--- src/verilog/pack_status_pkg.sv ---
package pack_status_pkg;
    // ==========================================================
    // command codes
    localparam logic [7:0] CMD_CHARGE_VOLTAGE = 8'h15;
    localparam logic [7:0] CMD_STATUS_WORD = 8'h16;
    localparam logic [7:0] CMD_CYCLE_COUNT = 8'h17;
    // ==========================================================
    // status word masks
    localparam logic [15:0] M_OVER_CHARGED = 16'h8000;
    localparam logic [15:0] M_TERM_CHARGE = 16'h4000;
    localparam logic [15:0] M_OVER_TEMP = 16'h1000;
    localparam logic [15:0] M_TERM_DISCHARGE = 16'h0800;
    localparam logic [15:0] M_LOW_CAPACITY = 16'h0200;
    localparam logic [15:0] M_LOW_TIME = 16'h0100;
    localparam logic [15:0] M_INITIALIZED = 16'h0080;
    localparam logic [15:0] M_DISCHARGING = 16'h0040;
    localparam logic [15:0] M_FULLY_CHARGED = 16'h0020;
    localparam logic [15:0] M_FULLY_DISCHARGED = 16'h0010;
    localparam logic [15:0] M_ERROR_FIELD = 16'h0007;
    // reserved bits 0x2000, 0x0400, 0x0008 never set
    localparam logic [15:0] M_IMPLEMENTED = 16'hDBF7;
    // ==========================================================
    // error codes
    localparam logic [2:0] ERR_OK = 3'h0;
    localparam logic [2:0] ERR_BUSY = 3'h1;
    localparam logic [2:0] ERR_RESERVED = 3'h2;
    localparam logic [2:0] ERR_UNSUPPORTED = 3'h3;
    localparam logic [2:0] ERR_ACCESS = 3'h4;
    localparam logic [2:0] ERR_OVERFLOW = 3'h5;
    localparam logic [2:0] ERR_BAD_SIZE = 3'h6;
    localparam logic [2:0] ERR_UNKNOWN = 3'h7;
    // ==========================================================
    // fixed values
    localparam logic [15:0] WORD_MAX = 16'hFFFF;
    localparam logic [15:0] CV_CURRENT_SOURCE = 16'hFFFF;
    localparam logic [6:0] DISCHARGED_CLEAR_PCT = 7'd20;
    localparam logic [15:0] OVERCHARGE_RELEASE_MAH = 16'h0002;
    localparam logic [15:0] RESET_WORD = 16'h0000;
    // command outcome classes from the bus front end
    typedef enum logic [2:0] {
        OUT_OK, OUT_BUSY, OUT_RESERVED, OUT_UNSUPPORTED,
        OUT_READ_ONLY, OUT_OVERFLOW, OUT_BAD_SIZE, OUT_OTHER
    } outcome_t;
endpackage

--- src/verilog/hyst_flag.sv ---
`timescale 1ns/1ns
`default_nettype none
// ==========================================================
// set/clear flag, set wins over clear
module hyst_flag (
    input wire logic clock,
    input wire logic rst,
    input wire logic set_cond,
    input wire logic clr_cond,
    output logic flag
);
    logic flag_q; // held flag
    logic flag_d; // next flag
    // set has priority
    always_comb begin
        flag_d = flag_q;
        if (clr_cond) begin
            flag_d = 1'b0;
        end
        if (set_cond) begin
            flag_d = 1'b1;
        end
    end
    // register
    always_ff @(posedge clock) begin
        if (rst) begin
            flag_q <= 1'b0;
        end else begin
            flag_q <= flag_d;
        end
    end
    assign flag = flag_q;
endmodule
`default_nettype wire

--- src/verilog/sat_counter.sv ---
`timescale 1ns/1ns
`default_nettype none
// ==========================================================
// saturating counter with loadable start value
module sat_counter #(
    parameter int WIDTH = 16
) (
    input wire logic clock,
    input wire logic rst,
    input wire logic load,
    input wire logic [WIDTH-1:0] load_value,
    input wire logic inc,
    output logic [WIDTH-1:0] count,
    output logic stepped
);
    logic [WIDTH-1:0] count_q; // held count
    logic [WIDTH-1:0] count_d; // next count
    logic stepped_q; // one-cycle increment pulse
    logic stepped_d;
    // next count, sticks at all ones
    always_comb begin
        count_d = count_q;
        stepped_d = 1'b0;
        if (load) begin
            count_d = load_value;
        end else if (inc && (count_q != {WIDTH{1'b1}})) begin
            count_d = count_q + 1'b1;
            stepped_d = 1'b1;
        end
    end
    // register
    always_ff @(posedge clock) begin
        if (rst) begin
            count_q <= '0;
            stepped_q <= 1'b0;
        end else begin
            count_q <= count_d;
            stepped_q <= stepped_d;
        end
    end
    assign count = count_q;
    assign stepped = stepped_q;
endmodule
`default_nettype wire

--- src/verilog/battery_status_word_logic.sv ---
// Operation
// - charge voltage word in mV, FFFF current-source
// - command 0x16 returns 16-bit status word
// - overcharge flag, cleared after 2 mAh idle
// - charge-termination alarm until charging stops
// - over-temperature alarm with reset thresholds
// - discharge-termination alarm set/clear conditions
// - low-capacity alarm versus host threshold
// - low-time alarm versus host threshold
// - initialized flag follows nonvolatile load validity
// - discharging flag whenever not charging
// - fully-charged on termination or overcharge
// - fully-discharged flag, cleared at 20 percent
// - three-bit error code encoding
// - busy code when command not serviceable
// - reserved code for reserved or manufacturer commands
// - unsupported code for defined unsupported commands
// - access-denied code on read-only write
// - wrong-length code on bad block size
// - alarm broadcast forces error bits high
// - capacity and time alarms follow units mode
// - command 0x17 returns cycle count, saved
// - cycle count saturates at 65535
// - units bit: mAh clear, 10 mWh set
// - relative charge is percent of learned full
`timescale 1ns/1ns
`default_nettype none
module battery_status_word_logic
    import pack_status_pkg::*;
#(
    parameter int WORD_W = 16
) (
    input wire logic clock,
    input wire logic rst,
    // ==========================================================
    // gauge measurements; capacity and time come in both units and the mode bit picks one
    input wire logic capacity_units_mode,
    input wire logic [WORD_W-1:0] charge_left_mah,
    input wire logic [WORD_W-1:0] charge_left_10mwh,
    input wire logic [WORD_W-1:0] full_capacity_mah,
    input wire logic [WORD_W-1:0] full_capacity_10mwh,
    input wire logic [WORD_W-1:0] mean_runtime_left_i,
    input wire logic [WORD_W-1:0] mean_runtime_left_p,
    input wire logic [WORD_W-1:0] runtime_now_i,
    input wire logic [WORD_W-1:0] runtime_now_p,
    input wire logic [WORD_W-1:0] charge_left_threshold,
    input wire logic [WORD_W-1:0] runtime_threshold,
    input wire logic [WORD_W-1:0] overcharge_margin,
    input wire logic [WORD_W-1:0] accumulated_charge,
    input wire logic charging,
    input wire logic discharge_mah_tick,
    input wire logic primary_termination,
    input wire logic [WORD_W-1:0] temperature,
    input wire logic [WORD_W-1:0] ot_charge_set,
    input wire logic [WORD_W-1:0] ot_charge_reset,
    input wire logic [WORD_W-1:0] ot_discharge_set,
    input wire logic [WORD_W-1:0] ot_discharge_reset,
    input wire logic [WORD_W-1:0] suspend_temp_low,
    input wire logic [WORD_W-1:0] pack_voltage,
    input wire logic [WORD_W-1:0] terminate_voltage,
    input wire logic [WORD_W-1:0] single_cell_voltage,
    input wire logic [WORD_W-1:0] second_end_discharge_threshold,
    input wire logic cell_undervoltage_flag,
    input wire logic below_overload_current,
    input wire logic [6:0] fully_charged_clear_pct,
    input wire logic [6:0] battery_low_pct,
    input wire logic nv_load_valid,
    input wire logic nv_load_bad,
    input wire logic [WORD_W-1:0] requested_charge_voltage_mv,
    input wire logic cv_out_of_range,
    input wire logic cycle_threshold_hit,
    input wire logic cycle_load,
    input wire logic [WORD_W-1:0] cycle_load_value,
    // ==========================================================
    // command side of the bus front end
    input wire logic cmd_done,
    input wire logic [2:0] cmd_outcome,
    input wire logic rd_strobe,
    input wire logic [7:0] rd_command,
    input wire logic broadcast_req,
    output logic [WORD_W-1:0] rd_data,
    output logic rd_valid,
    output logic [WORD_W-1:0] alarm_broadcast,
    output logic alarm_broadcast_valid,
    output logic [WORD_W-1:0] pack_status_word,
    output logic [WORD_W-1:0] charge_cycle_counter,
    output logic cycle_save_req
);
    // ==========================================================
    // unit selection
    logic [WORD_W-1:0] cap_left; // remaining capacity, chosen units
    logic [WORD_W-1:0] cap_full; // learned full capacity
    logic [WORD_W-1:0] tte_avg; // average time to empty
    logic [WORD_W-1:0] tte_now; // time at present rate
    logic [6:0] rel_pct; // relative state of charge
    logic [WORD_W:0] over_limit; // full plus margin, one bit wider
    logic [WORD_W+6:0] pct_prod; // scaled remaining capacity
    logic [WORD_W-1:0] cap_left_q; // previous remaining capacity
    logic [WORD_W-1:0] tte_q; // previous average time
    logic [WORD_W-1:0] oc_idle_q; // mAh seen since charging stopped
    logic [WORD_W-1:0] oc_idle_d;
    // mode bit picks mAh or 10 mWh figures
    always_comb begin
        cap_left = capacity_units_mode ? charge_left_10mwh
                                       : charge_left_mah;
        cap_full = capacity_units_mode ? full_capacity_10mwh
                                       : full_capacity_mah;
        tte_avg = capacity_units_mode ? mean_runtime_left_p
                                      : mean_runtime_left_i;
        tte_now = capacity_units_mode ? runtime_now_p
                                      : runtime_now_i;
        over_limit = {1'b0, cap_full} + {1'b0, overcharge_margin};
        pct_prod = {7'd0, cap_left} * (WORD_W + 7)'(100);
    end
    // percent of learned full capacity, whole numbers
    always_comb begin
        if (cap_full == '0) begin
            rel_pct = 7'd0;
        end else if ((pct_prod / cap_full) > (WORD_W + 7)'(100)) begin
            rel_pct = 7'd100;
        end else begin
            rel_pct = 7'((pct_prod / cap_full));
        end
    end
    // ==========================================================
    // overcharge release counter
    always_comb begin
        oc_idle_d = oc_idle_q;
        if (charging) begin
            oc_idle_d = '0;
        end else if (discharge_mah_tick
                     && oc_idle_q != OVERCHARGE_RELEASE_MAH) begin
            oc_idle_d = oc_idle_q + 1'b1;
        end
    end
    // history registers
    always_ff @(posedge clock) begin
        if (rst) begin
            oc_idle_q <= '0;
            cap_left_q <= '0;
            tte_q <= '0;
        end else begin
            oc_idle_q <= oc_idle_d;
            cap_left_q <= cap_left;
            tte_q <= tte_avg;
        end
    end
    // ==========================================================
    // flag conditions
    logic set_oc, clr_oc, set_tc, set_ot, clr_ot, set_td, clr_td;
    logic set_lc, clr_lc, set_lt, clr_lt, set_fc, clr_fc;
    logic set_fd, clr_fd;
    logic f_oc, f_tc, f_ot, f_td, f_lc, f_lt, f_in, f_fc, f_fd;
    always_comb begin
        set_oc = charging
                 && ({1'b0, accumulated_charge} > over_limit);
        clr_oc = !charging
                 && oc_idle_q == OVERCHARGE_RELEASE_MAH;
        set_tc = primary_termination;
        set_ot = charging ? (temperature >= ot_charge_set)
                          : (temperature >= ot_discharge_set);
        clr_ot = charging ? (temperature < ot_charge_reset)
                          : (temperature < ot_discharge_reset);
        set_td = (cap_left == '0) || (pack_voltage == terminate_voltage)
                 || (temperature <= suspend_temp_low)
                 || cell_undervoltage_flag;
        clr_td = (pack_voltage > terminate_voltage) && (cap_left != '0)
                 && !cell_undervoltage_flag;
        set_lc = cap_left < charge_left_threshold;
        clr_lc = (charge_left_threshold < cap_left)
                 || (charging && cap_left > cap_left_q);
        set_lt = !charging && (tte_now < runtime_threshold);
        clr_lt = (runtime_threshold < tte_avg)
                 || (charging && tte_avg > tte_q);
        set_fc = primary_termination || f_oc;
        clr_fc = rel_pct < fully_charged_clear_pct;
        set_fd = (((pack_voltage < second_end_discharge_threshold)
                  || (single_cell_voltage
                      < second_end_discharge_threshold))
                  && below_overload_current)
                 || (rel_pct < battery_low_pct);
        clr_fd = rel_pct >= DISCHARGED_CLEAR_PCT;
    end
    // ==========================================================
    // one held flag per status bit, except the discharging bit, which follows !charging directly
    hyst_flag u_oc (.clock(clock), .rst(rst), .set_cond(set_oc),
        .clr_cond(clr_oc), .flag(f_oc));
    hyst_flag u_tc (.clock(clock), .rst(rst), .set_cond(set_tc),
        .clr_cond(!charging), .flag(f_tc));
    hyst_flag u_ot (.clock(clock), .rst(rst), .set_cond(set_ot),
        .clr_cond(clr_ot), .flag(f_ot));
    hyst_flag u_td (.clock(clock), .rst(rst), .set_cond(set_td),
        .clr_cond(clr_td), .flag(f_td));
    hyst_flag u_lc (.clock(clock), .rst(rst), .set_cond(set_lc),
        .clr_cond(clr_lc), .flag(f_lc));
    hyst_flag u_lt (.clock(clock), .rst(rst), .set_cond(set_lt),
        .clr_cond(clr_lt), .flag(f_lt));
    hyst_flag u_in (.clock(clock), .rst(rst), .set_cond(nv_load_valid),
        .clr_cond(nv_load_bad), .flag(f_in));
    hyst_flag u_fc (.clock(clock), .rst(rst), .set_cond(set_fc),
        .clr_cond(clr_fc), .flag(f_fc));
    hyst_flag u_fd (.clock(clock), .rst(rst), .set_cond(set_fd),
        .clr_cond(clr_fd), .flag(f_fd));
    // ==========================================================
    // cycle counter
    logic [WORD_W-1:0] cycles; // saturating count
    logic cycle_stepped; // pulse after an increment
    sat_counter #(.WIDTH(WORD_W)) u_cycles (
        .clock(clock), .rst(rst), .load(cycle_load),
        .load_value(cycle_load_value), .inc(cycle_threshold_hit),
        .count(cycles), .stepped(cycle_stepped));
    // ==========================================================
    // error code of the last command
    logic [2:0] err_q; // last outcome
    logic [2:0] err_d;
    always_comb begin
        err_d = err_q;
        if (cmd_done) begin
            unique case (outcome_t'(cmd_outcome))
                OUT_OK: err_d = ERR_OK;
                OUT_BUSY: err_d = ERR_BUSY;
                OUT_RESERVED: err_d = ERR_RESERVED;
                OUT_UNSUPPORTED: err_d = ERR_UNSUPPORTED;
                OUT_READ_ONLY: err_d = ERR_ACCESS;
                OUT_OVERFLOW: err_d = ERR_OVERFLOW;
                OUT_BAD_SIZE: err_d = ERR_BAD_SIZE;
                OUT_OTHER: err_d = ERR_UNKNOWN;
            endcase
        end
    end
    // ==========================================================
    // assembled status word and output registers
    logic [WORD_W-1:0] status_raw; // word before masking
    logic [WORD_W-1:0] status_now; // word as read
    logic [WORD_W-1:0] rd_data_d, ab_d;
    logic rd_valid_d, ab_valid_d;
    logic [WORD_W-1:0] status_q, cycles_q, rd_data_q, ab_q;
    logic rd_valid_q, ab_valid_q, save_q;
    always_comb begin
        status_raw = (f_oc ? M_OVER_CHARGED : '0)
                     | (f_tc ? M_TERM_CHARGE : '0)
                     | (f_ot ? M_OVER_TEMP : '0)
                     | (f_td ? M_TERM_DISCHARGE : '0)
                     | (f_lc ? M_LOW_CAPACITY : '0)
                     | (f_lt ? M_LOW_TIME : '0)
                     | (f_in ? M_INITIALIZED : '0)
                     | (!charging ? M_DISCHARGING : '0)
                     | (f_fc ? M_FULLY_CHARGED : '0)
                     | (f_fd ? M_FULLY_DISCHARGED : '0)
                     | {13'd0, err_q};
        status_now = status_raw & M_IMPLEMENTED;
        rd_valid_d = rd_strobe;
        rd_data_d = rd_data_q;
        if (rd_strobe) begin
            unique case (rd_command)
                CMD_STATUS_WORD: rd_data_d = status_now;
                CMD_CYCLE_COUNT: rd_data_d = cycles;
                CMD_CHARGE_VOLTAGE: rd_data_d = cv_out_of_range
                    ? CV_CURRENT_SOURCE
                    : requested_charge_voltage_mv;
                default: rd_data_d = RESET_WORD;
            endcase
        end
        ab_valid_d = broadcast_req;
        ab_d = broadcast_req ? (status_now | M_ERROR_FIELD)
                             : ab_q;
    end
    // output flops
    always_ff @(posedge clock) begin
        if (rst) begin
            err_q <= ERR_OK;
            status_q <= RESET_WORD;
            cycles_q <= RESET_WORD;
            rd_data_q <= RESET_WORD;
            rd_valid_q <= 1'b0;
            ab_q <= RESET_WORD;
            ab_valid_q <= 1'b0;
            save_q <= 1'b0;
        end else begin
            err_q <= err_d;
            status_q <= status_now;
            cycles_q <= cycles;
            rd_data_q <= rd_data_d;
            rd_valid_q <= rd_valid_d;
            ab_q <= ab_d;
            ab_valid_q <= ab_valid_d;
            save_q <= cycle_stepped;
        end
    end
    assign pack_status_word = status_q;
    assign charge_cycle_counter = cycles_q;
    assign rd_data = rd_data_q;
    assign rd_valid = rd_valid_q;
    assign alarm_broadcast = ab_q;
    assign alarm_broadcast_valid = ab_valid_q;
    assign cycle_save_req = save_q;
    // ==========================================================
    // checks
    a_reserved_zero: assert property (@(posedge clock) disable iff (rst)
        (pack_status_word & ~M_IMPLEMENTED) == '0)
        else $error("reserved status bit set");
    a_broadcast_err: assert property (@(posedge clock) disable iff (rst)
        broadcast_req |=> alarm_broadcast[2:0] == 3'h7)
        else $error("broadcast error bits not high");
    a_err_busy: assert property (@(posedge clock) disable iff (rst)
        cmd_done && cmd_outcome == 3'h1 |=> ##1
        pack_status_word[2:0] == ERR_BUSY)
        else $error("busy code missing");
    a_err_access: assert property (@(posedge clock) disable iff (rst)
        cmd_done && cmd_outcome == 3'h4 |=> ##1
        pack_status_word[2:0] == ERR_ACCESS)
        else $error("access code missing");
    a_err_size: assert property (@(posedge clock) disable iff (rst)
        cmd_done && cmd_outcome == 3'h6 |=> ##1
        pack_status_word[2:0] == ERR_BAD_SIZE)
        else $error("size code missing");
    a_discharging_bit: assert property (@(posedge clock)
        disable iff (rst) !charging |=> pack_status_word[6])
        else $error("discharging bit wrong");
    a_cycle_saturate: assert property (@(posedge clock) disable iff (rst)
        cycles == 16'hFFFF && !cycle_load |=> cycles == 16'hFFFF)
        else $error("cycle count wrapped");
    a_cycle_save: assert property (@(posedge clock) disable iff (rst)
        cycle_threshold_hit && !cycle_load && cycles != 16'hFFFF
        |=> ##1 cycle_save_req)
        else $error("cycle save missing");
    a_status_read: assert property (@(posedge clock) disable iff (rst)
        rd_strobe && rd_command == 8'h16
        |=> rd_valid && rd_data == $past(status_now))
        else $error("status read wrong");
    a_fd_clear: assert property (@(posedge clock) disable iff (rst)
        rel_pct >= 7'd20 && !set_fd |=> !f_fd)
        else $error("discharged flag stuck");
    a_term_clear: assert property (@(posedge clock) disable iff (rst)
        !charging && !primary_termination |=> !f_tc)
        else $error("charge termination alarm stuck");
    a_oc_release: assert property (@(posedge clock) disable iff (rst)
        !charging && oc_idle_q == OVERCHARGE_RELEASE_MAH |=> !f_oc)
        else $error("overcharge alarm not released");
endmodule
`default_nettype wire

--- config.mk ---
export PLATFORM = sky130hd
export DESIGN_NAME = battery_status_word_logic
export DESIGN_NICKNAME = d
export VERILOG_FILES = /design/src/verilog/pack_status_pkg.sv /design/src/verilog/hyst_flag.sv /design/src/verilog/sat_counter.sv /design/src/verilog/battery_status_word_logic.sv
export SDC_FILE = /design/constraint.sdc
export NUM_CORES = 1
export LEC_CHECK = 0
export BUFFER_PORTS_ARGS = -buffer_cell sky130_fd_sc_hd__buf_4
export CAP_MARGIN = 15
export CORE_ASPECT_RATIO = 0.75
export CORE_MARGIN = 2
export CORE_UTILIZATION = 50
export CTS_CLUSTER_DIAMETER = 150
export DETAILED_ROUTE_END_ITERATION = 10
export PLACE_DENSITY = 0.67
export SLEW_MARGIN = 20
export SYNTH_ARGS = -nofsm -noshare
export SYNTH_HDL_FRONTEND = slang
export SYNTH_SLANG_ARGS = --single-unit
--- constraint.sdc ---
create_clock -name clock -period 91.1 [get_ports clock]
set_input_delay 9.11 -clock clock [delete_from_list [all_inputs] [get_ports clock]]
set_output_delay 9.11 -clock clock [all_outputs]
set_load 0.01 [all_outputs]
==> metrics.md <==
| Metric | Value |
|---|---|
| Outcome | finished clean |
| Initial antenna violation count | 7 |
| Routing usage on met1 | 0.485 |
| Slew Limit Headroom | 0.237 |
| Post-Place Cell Area | 0.0372 sq mm |
| Routed Antenna Nets | 0 |
| M2 GR Usage | 0.501 |
| Worst setup EP type | flop |
| Startpoint Class | primary input |
| Gr usage total | 0.330 |
| Number of synthesized flops with an enable pin | 0 |
| Die footprint | 0.0672 sq mm |
| Post-Syn Area per Cell | 7.34 sq um |
| Clock root cell | clkbuf_16 |
| Final setup violation count | 0 |
| Number of global-route vias before repair | 31100 |
| Period minus WS final | 82430 ps |
| First-pass GRT wire length | 177 mm |
| Initial DRC count | 3119 |
| Final WL | 115 mm |
| Worst endpoint data arrival time | 82760 ps |
| TNS Setup | 0 ps |
| H-Tree Depth | 4 |
| Die H | 225 um |
| Post_cts resized | 0 |
| Clock latency on the worst-skew pair | 440 ps |
| Final #Nets | 5869 |
| Chip Width | 299 um |
| Req. time, crit path | 91420 ps |
| Post-CTS Hold Buffers | 0 |
| Buffers on Ports | 485 |
| I/O pin count | 492 |
| Slew Limit Fails | 0 |
| Routed len/inst | 20.0 um |
| Sequential share of the synthesized area | 0.0837 |
| Share of cells above drive strength 1 | 0.162 |
| Clk slew on worst S/H paths | 70 ps |
| Tightest Pin Transition | 1130 ps |
| Hold WS | 466 ps |
| Critical-path top delay cell | o21ai_1 |
| P&R area growth vs syn | 16.2% |
| Crit path kind | in -> reg |
| CTS Buf Count | 17 |
| Period utilization | 0.905 |
| Ys async rst share | 0 |
| Most common cell after layout, fill and taps aside | ha_1 |
| Total grt overflow | 0 |
| Core area | 0.0640 sq mm |
| Met3 GRT Util | 0.0602 |
| Largest net degree at the start of global routing | 70 |
| Most Frequent Cell on Critical Path | o21ai_0 |
| RSZ-0062 raised after global routing | false |
| Initial Utilization | 0.509 |
| Top_reg_cell synth | dfxtp_1 |
| Most Crowded Layer GR | met2 |
| Setup repair bufs after CTS | 0 |
| Global placer's final weighted congestion | 1.03 |
| Fmax | 12.1 MHz |
| Fin area | 0.0378 sq mm |
| DRC | 0 |
| Cell variety after synth | 134 |
| Sink Count | 136 |
| Critical Path Fanout Max | 47 |
| Slowest stage delay, CP | 770 ps |
| TritonCTS clock tree | built |
| Final hold violations | 0 |
| Drt first pass iters | 6 |
| Clock buffer depth | 2 |
| # rows | 80 |
| Cell Area, Synth | 0.0325 sq mm |
| DPL Wire Length | 94.4 mm |
| Clk_skew | 12.9 ps |
| Routed via count | 34100 |
| Ys Warns | 0 |
| Via density | 5.94 |
| Hold Path Class | reg -> reg |
| Most frequent cells in the layout | 561 x ha_1, 534 x buf_4, 447 x nor2_1, 364 x a21oi_1, 344 x inv_1 |
| FF+latch count, synth | 136 |
| Max Cap Viol | 0 |
| Syn Inst Count | 4432 |
-- critical path: cells and delay by family --
family / cells / cell delay (ps)
AOI/OAI and AO/OA: 186 / 37570
xor gates and xnor gates: 6 / 1210
adders and majority gates: 26 / 8790
buffers and inverters: 21 / 4070
muxes: 9 / 3150
and+or+nand+nor: 114 / 18570
-- per-stage QoR --
step,instances,setup slack [ps],utilization
floorplan,4437,13740,-
global placement,5712,10600,0.582
global route,5745,1890,0.591
CTS,5744,9380,0.591
detailed placement,5712,9200,0.582
finish,5745,8670,0.591
-- Yosys cell counts (all sizes together) (38+ instances only) --
library cell	count	area [sq um]
a211oi	38	358
xnor2	176	1570
o31ai	72	546
nor2b	123	769
ha	561	7020
nor2	449	1690
a21oi	373	1910
o21ai	268	1350
dfxtp	136	2720
nor4	41	345
nand2b	115	719
clkbuf	70	263
mux2	86	980
buf	50	277
and2	57	358
nor3	128	704
nand4	77	488
o21a	96	721
inv	347	1300
xor2	97	880
mux2i	91	940
nand3	87	463
nand2	288	1080
a21o	119	893
-- cell families after synthesis --
| kind of cell | after synthesis | synth area share |
|---|---|---|
| AO/OA/AOI/OAI | 1264 | 0.259 |
| adder cells (fa/ha/maj) | 574 | 0.224 |
| flip-flops | 136 | 0.0837 |
| XOR/XNOR | 273 | 0.0752 |
| multiplexers | 177 | 0.0590 |
| AND/OR/NAND/NOR | 1537 | 0.242 |
| buffers and inverters | 470 | 0.0569 |
| other | 1 | 0.000115 |
-- layout make-up --
cell class / instances / area (sq um)
Antenna cell: 1 / 2.50
Clock buffer: 17 / 425
Clock inverter: 15 / 179
Fill cell: 6155 / 26100
Inverter: 350 / 1310
Multi-Input combinational cell: 3831 / 28100
Sequential cell: 136 / 2720
Tap cell: 861 / 1080
Timing Repair Buffer: 534 / 4010
-- per-layer routing --
| layer | vias to the layer above | wire, um |
|---|---|---|
| met3 | 136 | 10100 |
| met1 | 15700 | 54500 |
| met4 | 6 | 2280 |
| li1 | 17000 | - |
| met5 | - | 45 |
| met2 | 1294 | 47900 |
-- final timing paths --
kind                                   from                         endpoint  slack [ps]  depth (start not counted)
max reg2reg  u_cycles.count[0]$_SDFFE_PP0P_  u_cycles.count[15]$_SDFFE_PP0P_       87630                         17
min             u_cycles.stepped$_SDFF_PP0_        cycle_save_req$_SDFF_PP0_         470                          1
max                     capacity_units_mode           u_fc.flag$_SDFFE_PP0P_        8670                        362
min reg2reg     u_cycles.stepped$_SDFF_PP0_        cycle_save_req$_SDFF_PP0_         470                          1
-- state kept, by name, indices dropped and copies added (netlist names), 3 cells and up --
name and cells:
u_cycles.count 16, err_q 3, pack_status_word 13, charge_cycle_counter 16
alarm_broadcast 11, rd_data 16, cap_left_q 16, oc_idle_q 16
tte_q 16
Power is left out: the tool's default activity adds up to more than one toggle a clock period on the data nets, which glitch-free logic cannot reach.
